$ cat src/hw/wrwt_pkg.sv
// Constants and types shared by the watchdog reset and wakeup timer.
// Assumes a single 125 MHz bus clock; the watchdog clock arrives as a sampled input.
package wrwt_pkg;
    // Register map (byte addresses on the AXI4-Lite slave)
    localparam int          ADDR_W        = 12;
    localparam logic [11:0] OFS_CTRL      = 12'h000;
    localparam logic [11:0] OFS_STAT      = 12'h004;
    localparam logic [11:0] OFS_MASK      = 12'h008;
    localparam logic [31:0] CTRL_RESET    = 32'h0000_0700;
    // Control field positions
    localparam int          BIT_CLR       = 0;
    localparam int          BIT_RST_EN    = 1;
    localparam int          BIT_RST_FLAG  = 2;
    localparam int          BIT_IRQ_FLAG  = 3;
    localparam int          BIT_WAKE_EN   = 4;
    localparam int          BIT_WAKE_FLAG = 5;
    localparam int          BIT_IRQ_EN    = 6;
    localparam int          BIT_EN        = 7;
    localparam int          SEL_LSB       = 8;
    localparam int          SEL_MSB       = 10;
    localparam logic [2:0]  SEL_RESET     = 3'h7;
    // Event status bits
    localparam int          EV_W          = 3;
    localparam int          EV_TIMEOUT    = 0;
    localparam int          EV_RESET      = 1;
    localparam int          EV_WAKE       = 2;
    // Counter and timing, in watchdog clock periods
    localparam int          CNT_W         = 18;
    localparam logic [4:0]  SHIFT_BASE    = 5'h04;
    localparam logic [10:0] GRACE_LAST    = 11'h3FF;
    localparam logic [5:0]  HOLD_LAST     = 6'h3E;
    // Unlock sequence
    localparam logic [7:0]  UNLOCK_B0     = 8'h59;
    localparam logic [7:0]  UNLOCK_B1     = 8'h16;
    localparam logic [7:0]  UNLOCK_B2     = 8'h88;
    // AXI responses
    localparam logic [1:0]  RESP_OKAY     = 2'h0;
    localparam logic [1:0]  RESP_SLVERR   = 2'h2;

    typedef enum logic [1:0]
    {
        WRWT_IDLE  = 2'h0,
        WRWT_COUNT = 2'h1,
        WRWT_GRACE = 2'h3,
        WRWT_HOLD  = 2'h2
    } wrwt_state_e;
endpackage

$ cat src/hw/wrwt_watchdog.sv
// Watchdog timer with time-out interrupt, grace delay, CPU reset and power-down wakeup.
// Assumes all inputs are synchronous to aclk and watchdog_clock is slower than aclk / 2.
//
// Summary of operation
// - Setting the enable field starts the counter counting upward.
// - The counter is an 18-bit free-running up-counter stepped by the watchdog clock.
// - Interval code 000 means 2^4 clocks, each step times four, 111 means 2^18.
// - Reaching the interval sets the interrupt flag; interrupt asserts while enabled.
// - Every time-out starts a 1024 watchdog clock grace delay before action.
// - Writing one to clear zeroes the counter; the field then clears itself.
// - Writing zero to the clear field changes nothing.
// - Uncleared at grace end with reset enabled: set reset flag, assert CPU reset.
// - The CPU reset lasts 63 watchdog clock periods.
// - The reset flag survives the reset and clears only by writing one.
// - With reset disabled there is no reset and the reset flag stays put.
// - Powered down with wakeup enabled, an uncleared grace end wakes the chip.
// - A watchdog wakeup sets the wake flag; only writing one clears it.
// - Writing one clears the interrupt flag; writing zero leaves it.
// - Clearing the enable field zeroes the counter and stops the watchdog, except that a running CPU reset lasts its full length.
// - Protected fields take writes only after unlock bytes 59h, 16h, 88h.
// - Wakeup works only while the low-speed RC oscillator clocks the watchdog.
`timescale 1ns/1ps
module wrwt_watchdog
    import wrwt_pkg::*;
(
    // Clock and reset
    input  logic                        aclk,
    input  logic                        aresetn,
    // AXI4-Lite write
    input  logic [wrwt_pkg::ADDR_W-1:0] s_axi_awaddr,
    input  logic                        s_axi_awvalid,
    output logic                        s_axi_awready,
    input  logic [31:0]                 s_axi_wdata,
    input  logic [3:0]                  s_axi_wstrb,
    input  logic                        s_axi_wvalid,
    output logic                        s_axi_wready,
    output logic [1:0]                  s_axi_bresp,
    output logic                        s_axi_bvalid,
    input  logic                        s_axi_bready,
    // AXI4-Lite read
    input  logic [wrwt_pkg::ADDR_W-1:0] s_axi_araddr,
    input  logic                        s_axi_arvalid,
    output logic                        s_axi_arready,
    output logic [31:0]                 s_axi_rdata,
    output logic [1:0]                  s_axi_rresp,
    output logic                        s_axi_rvalid,
    input  logic                        s_axi_rready,
    // Watchdog clock and chip state
    input  logic                        watchdog_clock,
    input  logic                        low_speed_rc_clock_sel,
    input  logic                        power_down,
    // Unlock port
    input  logic                        register_unlock_port_wr,
    input  logic [7:0]                  register_unlock_port_data,
    // Outputs to the system
    output logic                        irq,
    output logic                        cpu_reset,
    output logic                        chip_wakeup
);
    import wrwt_pkg::*;

    logic [ADDR_W-1:0] aw_addr;
    logic [31:0]       w_data;
    logic [3:0]        w_strb;
    logic              wr_fire;
    logic              wr_ctrl;
    logic              wr_stat;
    logic              wr_mask;
    logic              wr_hit;
    logic              rd_hit;
    logic [31:0]       rd_word;

    logic              wd_clk_q;
    logic              tick;
    logic [CNT_W-1:0]  wd_count;
    logic [CNT_W-1:0]  count_last;
    logic [18:0]       interval;
    logic              timeout;
    logic              grace_end;
    logic [10:0]       grace_cnt;
    logic [5:0]        hold_cnt;
    wrwt_state_e       state;

    logic              wd_enable;
    logic              wd_irq_enable;
    logic              wd_wake_enable;
    logic              wd_reset_enable;
    logic [2:0]        wd_interval_select;
    logic              wd_counter_clear;
    logic              wd_irq_flag;
    logic              wd_reset_flag;
    logic              wd_wake_flag;
    logic [EV_W-1:0]   ev_status;
    logic [EV_W-1:0]   ev_mask;
    logic [EV_W-1:0]   ev_set;
    logic [1:0]        unlock_stage;
    logic              unlocked;
    logic              do_reset;
    logic              do_wake;

    // Bus slave: address and data are taken in either order, then answered together
    assign wr_fire = !s_axi_awready && !s_axi_wready && !s_axi_bvalid;
    assign wr_ctrl = wr_fire && ({aw_addr[ADDR_W-1:2], 2'h0} == OFS_CTRL);
    assign wr_stat = wr_fire && ({aw_addr[ADDR_W-1:2], 2'h0} == OFS_STAT);
    assign wr_mask = wr_fire && ({aw_addr[ADDR_W-1:2], 2'h0} == OFS_MASK);
    assign wr_hit  = wr_ctrl || wr_stat || wr_mask;

    always_ff @(posedge aclk)
    begin
        if (!aresetn)
        begin
            s_axi_awready <= 1'b1;
            s_axi_wready  <= 1'b1;
            s_axi_bvalid  <= 1'b0;
            s_axi_bresp   <= RESP_OKAY;
            aw_addr       <= '0;
            w_data        <= '0;
            w_strb        <= '0;
        end
        else
        begin
            if (s_axi_awvalid && s_axi_awready)
            begin
                aw_addr       <= s_axi_awaddr;
                s_axi_awready <= 1'b0;
            end
            if (s_axi_wvalid && s_axi_wready)
            begin
                w_data       <= s_axi_wdata;
                w_strb       <= s_axi_wstrb;
                s_axi_wready <= 1'b0;
            end
            if (wr_fire)
            begin
                s_axi_bvalid  <= 1'b1;
                s_axi_bresp   <= wr_hit ? RESP_OKAY : RESP_SLVERR;
                s_axi_awready <= 1'b1;
                s_axi_wready  <= 1'b1;
            end
            else if (s_axi_bvalid && s_axi_bready)
            begin
                s_axi_bvalid <= 1'b0;
            end
        end
    end

    // Flags live in the bus domain, so a read always shows the latest update
    assign rd_hit = ({s_axi_araddr[ADDR_W-1:2], 2'h0} == OFS_CTRL)
                 || ({s_axi_araddr[ADDR_W-1:2], 2'h0} == OFS_STAT)
                 || ({s_axi_araddr[ADDR_W-1:2], 2'h0} == OFS_MASK);

    always_comb
    begin
        rd_word = '0;
        unique case ({s_axi_araddr[ADDR_W-1:2], 2'h0})
            OFS_CTRL: rd_word = {21'h0, wd_interval_select, wd_enable, wd_irq_enable, wd_wake_flag,
                                 wd_wake_enable, wd_irq_flag, wd_reset_flag, wd_reset_enable,
                                 wd_counter_clear};
            OFS_STAT: rd_word = {29'h0, ev_status};
            OFS_MASK: rd_word = {29'h0, ev_mask};
            default:  rd_word = '0;
        endcase
    end

    always_ff @(posedge aclk)
    begin
        if (!aresetn)
        begin
            s_axi_arready <= 1'b1;
            s_axi_rvalid  <= 1'b0;
            s_axi_rdata   <= '0;
            s_axi_rresp   <= RESP_OKAY;
        end
        else if (s_axi_arvalid && s_axi_arready)
        begin
            s_axi_arready <= 1'b0;
            s_axi_rvalid  <= 1'b1;
            s_axi_rdata   <= rd_word;
            s_axi_rresp   <= rd_hit ? RESP_OKAY : RESP_SLVERR;
        end
        else if (s_axi_rvalid && s_axi_rready)
        begin
            s_axi_rvalid  <= 1'b0;
            s_axi_arready <= 1'b1;
        end
    end

    // Unlock tracker; any further byte while open closes the protection again
    always_ff @(posedge aclk)
    begin
        if (!aresetn)
        begin
            unlock_stage <= 2'h0;
            unlocked     <= 1'b0;
        end
        else if (register_unlock_port_wr)
        begin
            if (unlocked)
            begin
                unlocked     <= 1'b0;
                unlock_stage <= 2'h0;
            end
            else if (unlock_stage == 2'h0)
            begin
                unlock_stage <= (register_unlock_port_data == UNLOCK_B0) ? 2'h1 : 2'h0;
            end
            else if (unlock_stage == 2'h1)
            begin
                unlock_stage <= (register_unlock_port_data == UNLOCK_B1) ? 2'h2 : 2'h0;
            end
            else
            begin
                unlocked     <= (register_unlock_port_data == UNLOCK_B2);
                unlock_stage <= 2'h0;
            end
        end
    end

    // Protected control fields
    always_ff @(posedge aclk)
    begin
        if (!aresetn)
        begin
            wd_enable          <= CTRL_RESET[BIT_EN];
            wd_irq_enable      <= CTRL_RESET[BIT_IRQ_EN];
            wd_wake_enable     <= CTRL_RESET[BIT_WAKE_EN];
            wd_reset_enable    <= CTRL_RESET[BIT_RST_EN];
            wd_interval_select <= CTRL_RESET[SEL_MSB:SEL_LSB];
            wd_counter_clear   <= CTRL_RESET[BIT_CLR];
        end
        else
        begin
            if (wd_counter_clear)
            begin
                wd_counter_clear <= 1'b0;
            end
            if (wr_ctrl && unlocked && w_strb[0])
            begin
                wd_enable       <= w_data[BIT_EN];
                wd_irq_enable   <= w_data[BIT_IRQ_EN];
                wd_wake_enable  <= w_data[BIT_WAKE_EN];
                wd_reset_enable <= w_data[BIT_RST_EN];
                if (w_data[BIT_CLR])
                begin
                    wd_counter_clear <= 1'b1;
                end
            end
            if (wr_ctrl && unlocked && w_strb[1])
            begin
                wd_interval_select <= w_data[SEL_MSB:SEL_LSB];
            end
        end
    end

    // Watchdog clock is sampled; its rising edge steps all watchdog timing
    always_ff @(posedge aclk)
    begin
        if (!aresetn)
        begin
            wd_clk_q <= 1'b0;
        end
        else
        begin
            wd_clk_q <= watchdog_clock;
        end
    end

    assign tick       = watchdog_clock && !wd_clk_q;
    assign interval   = 19'h1 << (SHIFT_BASE + {1'b0, wd_interval_select, 1'b0});
    assign count_last = CNT_W'(interval - 19'h1);
    assign timeout    = (state == WRWT_COUNT) && tick && (wd_count == count_last);
    assign grace_end  = (state == WRWT_GRACE) && tick && (grace_cnt == GRACE_LAST);
    assign do_reset   = grace_end && wd_reset_enable;
    assign do_wake    = grace_end && power_down && wd_wake_enable && low_speed_rc_clock_sel;

    always_ff @(posedge aclk)
    begin
        if (!aresetn || !wd_enable || wd_counter_clear)
        begin
            wd_count <= '0;
        end
        else if (tick && state != WRWT_HOLD)
        begin
            wd_count <= wd_count + 1'b1;
        end
    end

    // Sequence: count, grace after time-out, then optional reset hold
    always_ff @(posedge aclk)
    begin
        if (!aresetn)
        begin
            state       <= WRWT_IDLE;
            grace_cnt   <= '0;
            hold_cnt    <= '0;
            cpu_reset   <= 1'b0;
            chip_wakeup <= 1'b0;
        end
        else
        begin
            chip_wakeup <= do_wake;
            unique case (state)
                WRWT_IDLE:
                begin
                    if (wd_enable)
                    begin
                        state <= WRWT_COUNT;
                    end
                end
                WRWT_COUNT:
                begin
                    grace_cnt <= '0;
                    if (!wd_enable)
                    begin
                        state <= WRWT_IDLE;
                    end
                    else if (timeout)
                    begin
                        state <= WRWT_GRACE;
                    end
                end
                WRWT_GRACE:
                begin
                    if (!wd_enable)
                    begin
                        state <= WRWT_IDLE;
                    end
                    else if (wd_counter_clear)
                    begin
                        state <= WRWT_COUNT;
                    end
                    else if (do_reset)
                    begin
                        state     <= WRWT_HOLD;
                        cpu_reset <= 1'b1;
                        hold_cnt  <= '0;
                    end
                    else if (grace_end)
                    begin
                        state <= WRWT_COUNT;
                    end
                    else if (tick)
                    begin
                        grace_cnt <= grace_cnt + 1'b1;
                    end
                end
                WRWT_HOLD:
                begin
                    // A started reset always runs its full length, even if disabled meanwhile
                    if (tick && hold_cnt == HOLD_LAST)
                    begin
                        state     <= wd_enable ? WRWT_COUNT : WRWT_IDLE;
                        cpu_reset <= 1'b0;
                    end
                    else if (tick)
                    begin
                        hold_cnt <= hold_cnt + 1'b1;
                    end
                end
            endcase
        end
    end

    // Sticky flags: a set in the same cycle as a write-one clear wins
    always_ff @(posedge aclk)
    begin
        if (!aresetn)
        begin
            wd_irq_flag   <= CTRL_RESET[BIT_IRQ_FLAG];
            wd_reset_flag <= CTRL_RESET[BIT_RST_FLAG];
            wd_wake_flag  <= CTRL_RESET[BIT_WAKE_FLAG];
        end
        else
        begin
            wd_irq_flag   <= timeout  || (wd_irq_flag && !(wr_ctrl && w_strb[0] && w_data[BIT_IRQ_FLAG]));
            wd_reset_flag <= do_reset || (wd_reset_flag && !(wr_ctrl && w_strb[0] && w_data[BIT_RST_FLAG]));
            wd_wake_flag  <= do_wake  || (wd_wake_flag && !(wr_ctrl && w_strb[0] && w_data[BIT_WAKE_FLAG]));
        end
    end

    assign ev_set = {do_wake, do_reset, timeout};

    generate
        for (genvar i = 0; i < EV_W; i++)
        begin : g_event
            always_ff @(posedge aclk)
            begin
                if (!aresetn)
                begin
                    ev_status[i] <= 1'b0;
                    ev_mask[i]   <= 1'b0;
                end
                else
                begin
                    ev_status[i] <= ev_set[i] || (ev_status[i] && !(wr_stat && w_strb[0] && w_data[i]));
                    if (wr_mask && w_strb[0])
                    begin
                        ev_mask[i] <= w_data[i];
                    end
                end
            end
        end
    endgenerate

    always_ff @(posedge aclk)
    begin
        if (!aresetn)
        begin
            irq <= 1'b0;
        end
        else
        begin
            irq <= (wd_irq_flag && wd_irq_enable) || |(ev_status & ev_mask);
        end
    end
endmodule

$ cat config.mk
export PLATFORM = sky130hd
export DESIGN_NAME = wrwt_watchdog
export DESIGN_NICKNAME = d
export VERILOG_FILES = /design/src/hw/wrwt_pkg.sv /design/src/hw/wrwt_watchdog.sv
export SDC_FILE = /design/constraint.sdc
export NUM_CORES = 1
export LEC_CHECK = 0
export ABC_CLOCK_PERIOD_IN_PS = 4300
export BUFFER_PORTS_ARGS = -buffer_cell sky130_fd_sc_hd__buf_4
export CAP_MARGIN = 10
export CORE_ASPECT_RATIO = 0.5
export CORE_UTILIZATION = 58
export DETAILED_ROUTE_END_ITERATION = 7
export GPL_ROUTABILITY_DRIVEN = 0
export PLACE_DENSITY = 0.83
export RECOVER_POWER = 50
export SYNTH_ARGS = -nofsm -noshare
export SYNTH_HDL_FRONTEND = slang
export SYNTH_SLANG_ARGS = --single-unit
$ cat constraint.sdc
create_clock -name aclk -period 4.3 [get_ports aclk]
set_input_delay 0.215 -clock aclk [delete_from_list [all_inputs] [get_ports aclk]]
set_output_delay 0.215 -clock aclk [all_outputs]
set_load 0.05 [all_outputs]
==> Word-level counts from Yosys, hierarchy flattened <==
Cells that the tools add are included.
W data, S select, Z words.
{ "word_totals": {"in_bits": 79, "register_bits": 127, "out_inout_bits": 44} }
{ "classes": {"add_sub_neg": 5, "n_bitwise": 2, "mux": 45, "shift": 1, "eq_ne": 27, "reduce_logical": 80} }
{ "ops": {"columns": ["op", "count"], "rows": [
  ["$mux W11", 5],
  ["$logic_and A1 B1 Y1", 40],
  ["$pmux W11 S3", 1],
  ["$mux W6", 5],
  ["$mux W2", 14],
  ["$ne A2 B2 Y1 const B", 11],
  ["$pmux W11 S2", 1],
  ["$eq A10 B1 Y1 const B", 2],
  ["$eq A10 B2 Y1 const B", 2],
  ["$logic_not A10 Y1", 2],
  ["$add A18 B1 Y18 const B", 1],
  ["$eq A18 B18 Y1", 1],
  ["$shl A1 B5 Y18 const A", 1],
  ["$sub A18 B1 Y18 const B", 1],
  ["$mux W1", 16],
  ["$logic_or A1 B1 Y1", 13],
  ["$logic_not A1 Y1", 12],
  ["$pmux W6 S2", 1],
  ["$reduce_and A6 Y1", 2],
  ["$add A11 B1 Y11 const B", 1],
  ["$eq A11 B10 Y1 const B", 1],
  ["$eq A8 B5 Y1 const B", 1],
  ["$eq A8 B7 Y1 const B", 1],
  ["$eq A8 B8 Y1 const B", 1],
  ["18 further kinds", 24]
]} }

==> Logic depth before layout (Yosys ltp) <==
{ "logic_depth": {"word_depth": 9, "depth_mapped": 13, "depth_no_buf": 10} }

==> Least setup slack after synthesis <==
OpenSTA, ideal clock, no wires.
{ "synth_path": {"path_type": "reg-to-reg", "from": "register wd_interval_select[1]", "to": "register state[1]", "t_arrival_ns": 2.412, "setup_time_ns": 0.116, "path_slack_ns": 1.772, "path_stages_with_launch": 12, "n_path_buf": 1, "cell_sequence": "dfxtp_1 > ha_1 > nor2_1 > nand3_1 > ha_1 > buf_2 > or4b_2 > nand2_1 > o21ai_0 > o211ai_2 > nor4_4 > o211a_1"} }
{ "synth_between": {"elab_chain_len": 7} }
{ "synth_rtl": {"columns": ["item", "line", "rtl"], "rows": [
  ["from (decl)", "wrwt_watchdog.sv:88", "logic [2:0] wd_interval_select;"],
  ["from (signal assigned)", "wrwt_watchdog.sv:228", "wd_interval_select <= CTRL_RESET[SEL_MSB:SEL_LSB];"],
  ["from (signal assigned)", "wrwt_watchdog.sv:250", "wd_interval_select <= w_data[SEL_MSB:SEL_LSB];"],
  ["$add A3 B4 Y5", "wrwt_watchdog.sv:269", "assign interval = 19'h1 << (SHIFT_BASE + {1'b0, wd_interval_select, 1'b0});"],
  ["$shl A1 B5 Y18", "wrwt_watchdog.sv:269", null],
  ["$sub A18 B1 Y18", "wrwt_watchdog.sv:270", "assign count_last = CNT_W'(interval - 19'h1);"],
  ["$eq A18 B18 Y1", "wrwt_watchdog.sv:271", "assign timeout = (state == WRWT_COUNT) && tick && (wd_count == count_last);"],
  ["$logic_and A1 B1 Y1", "wrwt_watchdog.sv:271", null],
  ["$ne A3 B3 Y1 (no source line)", null, null],
  ["$reduce_and A4 Y1 (no source line)", null, null],
  ["to (signal assigned)", "wrwt_watchdog.sv:352", "state <= wd_enable ? WRWT_COUNT : WRWT_IDLE;"],
  ["to (decl)", "wrwt_watchdog.sv:82", "wrwt_state_e state;"]
]} }
Every way passes these cells.
A chain may end at the register's enable or synchronous reset.

==> Worst setup path in the final report <==
{ "layout_path": {"from": "register wd_interval_select[2]", "to": "register state[1]"} }
Same word-level chain as after synthesis.

==> impl_results.md <==
- Synth Area in Compound Gates: 0.1472
- TritonCTS Buffers: 9
- Crit share post-route: 0.7673
- Cell area power density: 339.0 nW/um2
- Post-CTS setup buffer count: 0
- RSZ-0062 raised after global routing: no
- Comb pwr share: 0.086
- Worst r2r src: wd_interval_select[2]$_SDFFE_PN1P_
- Fin nets: 740
- #FFs+latches synth: 102
- Clk_lat worst skew: 0.35 ns
- Tot GR Track Use: 0.2507
- Share of cells above drive strength 1: 0.1108
- Port Buffers: 72
- Hold Path Class: in2reg
- Crit path kind: reg2reg
- Critical Path AT: 3.58 ns
- Tmin final: 3.299 ns
- Worst Path Max Fanout: 19
- Status: finished, violations left
- Dpl cell area: 5569 um2
- Main combinational cell family by area after synthesis: simple AND/OR/NAND/NOR gates
- Leak Pwr: 2.230 nW
- Die Wd: 134.6 um
- Clk network pwr share: 0.417
- Skew final: 0.01006 ns
- Initial antenna violation count: 0
- Reg clk slew, reported paths: 0.07 ns
- R2R depth: 10
- Avg Cell Area, Syn: 8.460 um2
- Final setup TNS: 0 ns
- Crit end category: register
- Placed Cells: 756
- Switching Power: 0.0004884 W
- Xor/xnor cell area share of the yosys netlist: 0.05666
- Finish-stage setup viols: 0
- WL final: 10990 um
- Clk sinks: 102
- FP Rows: 23
- Number of diodes: 0
- YS warnings: 0
- Setup ws final: 1.001 ns
- Sw Ratio: 0.2491
- H-tree depth: 3
- Max Cap Viol: 1
- DR vias: 4324
- Seq/Total Area, Yosys: 0.4003
- Async S/R FF share, synth: 0
- Vias per cell: 5.608
- Post-synthesis cell count: 603
- Core Region: 8259 um2
- Overall power: 0.001960 W
- Area growth syn-to-layout: 13.37%
- Mux cell area share after synthesis: 0.03140
- Main flop type after synthesis: dfxtp_1
- First-pass GRT wire length: 17950 um
- Clock tree buffer depth: 2
- DP HPWL: 7761 um
- Hold buffer count at cts: 0
- Residual DRC count: 0
- Clk root buf: clkbuf_16
- First drt pass iteration count: 5
- Violated checks: max-capacitance violations, max-slew violations
- Hold Fails Final Rpt: 0
- Slew @ Worst Pin: 2.520 ns
- Number of global-route vias before repair: 3932
- DP Worst Slack: 1.104 ns
- TritonCTS clock tree: built
- Drt first-iter violations: 306
- Grt total ovfl: 0
- Worst slew margin relative to its limit: -0.6802
- Post-Synth Simple-Gate Area: 0.2823
- Fin cells: 771
- Drt wl/cell: 14.25 um
- Distinct cells, synth: 58
- Die height: 68.32 um
- Worst VDD drop: 244.0 uV
- Post-synthesis adder-cell area fraction: 0.01472
- Power Internal: 0.001472 W
- Post-synth EDFFs: 0
- Die ar.: 9197 um2
- Synthesized cell area: 5101 um2
- Critical Path Start: wd_interval_select[2]$_SDFFE_PN1P_
- Worst path required time: 4.58 ns
- Max-slew violations: 75
- Crit path launch type: register
- Sequential Power Share: 0.498
- DRT antenna net count: 0
- Reg2reg end: state[1]$_SDFFE_PN0P_
- Setup crit end: state[1]$_SDFFE_PN0P_
- Post-CTS Resized: 0
- Largest net degree at the start of global routing: 75
- # IOs: 123
- Reg2Reg Setup Slack: 1.00 ns
- Final instance area: 5783 um2
- Starting density of the core: 0.6176
- Fmax: 303.1 MHz
-- placed cells by master, fill, tap and decap left out, types with 9 or more instances in the layout --
cell	instances
buf_4	52
a21boi_0	31
nand2b_1	13
nand3_1	22
nand4_1	14
nor2b_1	28
clkbuf_16	9
xnor2_1	10
mux2i_1	16
nand2_1	83
a21oi_1	13
and2_1	10
dfxtp_1	102
o21ai_0	21
conb_1	23
xor2_1	23
clkbuf_1	22
nor2_1	44
and3_1	11
a22oi_1	13
-- synth_stat cells, types with 6 or more instances --
master | number | share of area
nor3_1 | 6 | 0.0059
xnor2_1 | 10 | 0.017
and2_1 | 11 | 0.013
xor2_1 | 23 | 0.039
nand2_1 | 83 | 0.061
buf_2 | 11 | 0.011
buf_4 | 24 | 0.035
nor4_1 | 8 | 0.0098
a21oi_1 | 13 | 0.013
a21boi_0 | 31 | 0.046
mux2i_1 | 16 | 0.031
and3_1 | 11 | 0.013
nor2_1 | 44 | 0.032
inv_1 | 8 | 0.0059
nand3_1 | 22 | 0.022
a22oi_1 | 13 | 0.019
nand2b_1 | 13 | 0.016
dfxtp_1 | 102 | 0.40
nand4_1 | 14 | 0.017
nor2b_1 | 28 | 0.034
o21ai_0 | 21 | 0.021
clkbuf_1 | 18 | 0.013
ha_1 | 6 | 0.015
-- routing by layer --
layer | vias up | part of all wire | global-route usage | wire, um
met5 | - | 0 | 0 | 0
met2 | 118 | 0.48 | 0.4530 | 5272
met4 | 0 | 0.0049 | 0.06039 | 54
met3 | 6 | 0.053 | 0.07407 | 583
met1 | 2032 | 0.46 | 0.2983 | 5078
li1 | 2168 | - | - | -
-- worst max-delay path, stage by stage, from the launching register on --
cell       delay [ns]
dfxtp_1          0.33
ha_1             0.59
nor2_1           0.16
nand3_1          0.17
ha_1             0.59
nand2b_1         0.19
nand3_1          0.08
nor4_1           0.30
o2111ai_1        0.20
nor4_4           0.44
o211a_1          0.19
-- flip-flops by register name, indices dropped and copies added (netlist names), 2 cells and up --
signal and count:
aw_addr 10, ev_mask 3, ev_status 3, grace_cnt 11, hold_cnt 6, s_axi_rdata 11, state 2, unlock_stage 2
w_data 11, w_strb 2, wd_count 18, wd_interval_select 3
-- power by group through the flow --
stage | sequential, W | clock, W | combinational, W
floorplan | 0.00101 | 0 | 0.000114
global placement | 0.000996 | 0 | 0.000168
CTS | 0.000975 | 0.000826 | 0.000171
detailed placement | 0.000997 | 0 | 0.000170
global route | 0.000977 | 0.000863 | 0.000182
finish | 0.000976 | 0.000817 | 0.000168
-- per-stage QoR --
step,hold WS (ns),utilization
2_1_floorplan,0.3367,-
3_3_place_gp,0.4185,0.6743
3_5_place_dp,0.4242,0.6743
4_1_cts,0.09505,0.7102
5_1_grt,0.09948,0.7002
6_report,0.1008,0.7002
-- logic make-up (layout without fill, tap and decap cells) --
kind of cell,after synthesis,in the layout
simple gates,274,274
mux,16,16
other cells,1,23
compound gates,108,108
xor+xnor,33,33
fa+ha+maj,6,6
buf+inv,63,97
flops,102,102
-- final cells by class --
class | count | area, um2
flip-flops and latches | 102 | 2042
clock inverters | 6 | 71.32
inverters | 8 | 30.03
repair buffers | 74 | 473.0
clock buffers | 9 | 225.2
fillers | 677 | 2476
well taps | 112 | 140.1
multi-input cells | 460 | 2801
-- worst min-delay path by stage --
| stage | from | endpoint | slack, ns | depth (start not counted) |
|---|---|---|---|---|
| finish | watchdog_clock | wd_clk_q$_SDFF_PN0_ | 0.10 | 2 |
| floorplan | watchdog_clock | wd_clk_q$_SDFF_PN0_ | 0.34 | 1 |
| detailed placement | grace_cnt[10]$_SDFFE_PN0P_ | grace_cnt[10]$_SDFFE_PN0P_ | 0.42 | 2 |
| global route | watchdog_clock | wd_clk_q$_SDFF_PN0_ | 0.1 | 2 |
| global placement | grace_cnt[10]$_SDFFE_PN0P_ | grace_cnt[10]$_SDFFE_PN0P_ | 0.42 | 2 |
| CTS | watchdog_clock | wd_clk_q$_SDFF_PN0_ | 0.1 | 2 |
Note: power is estimated with default switching activity, not from simulation.
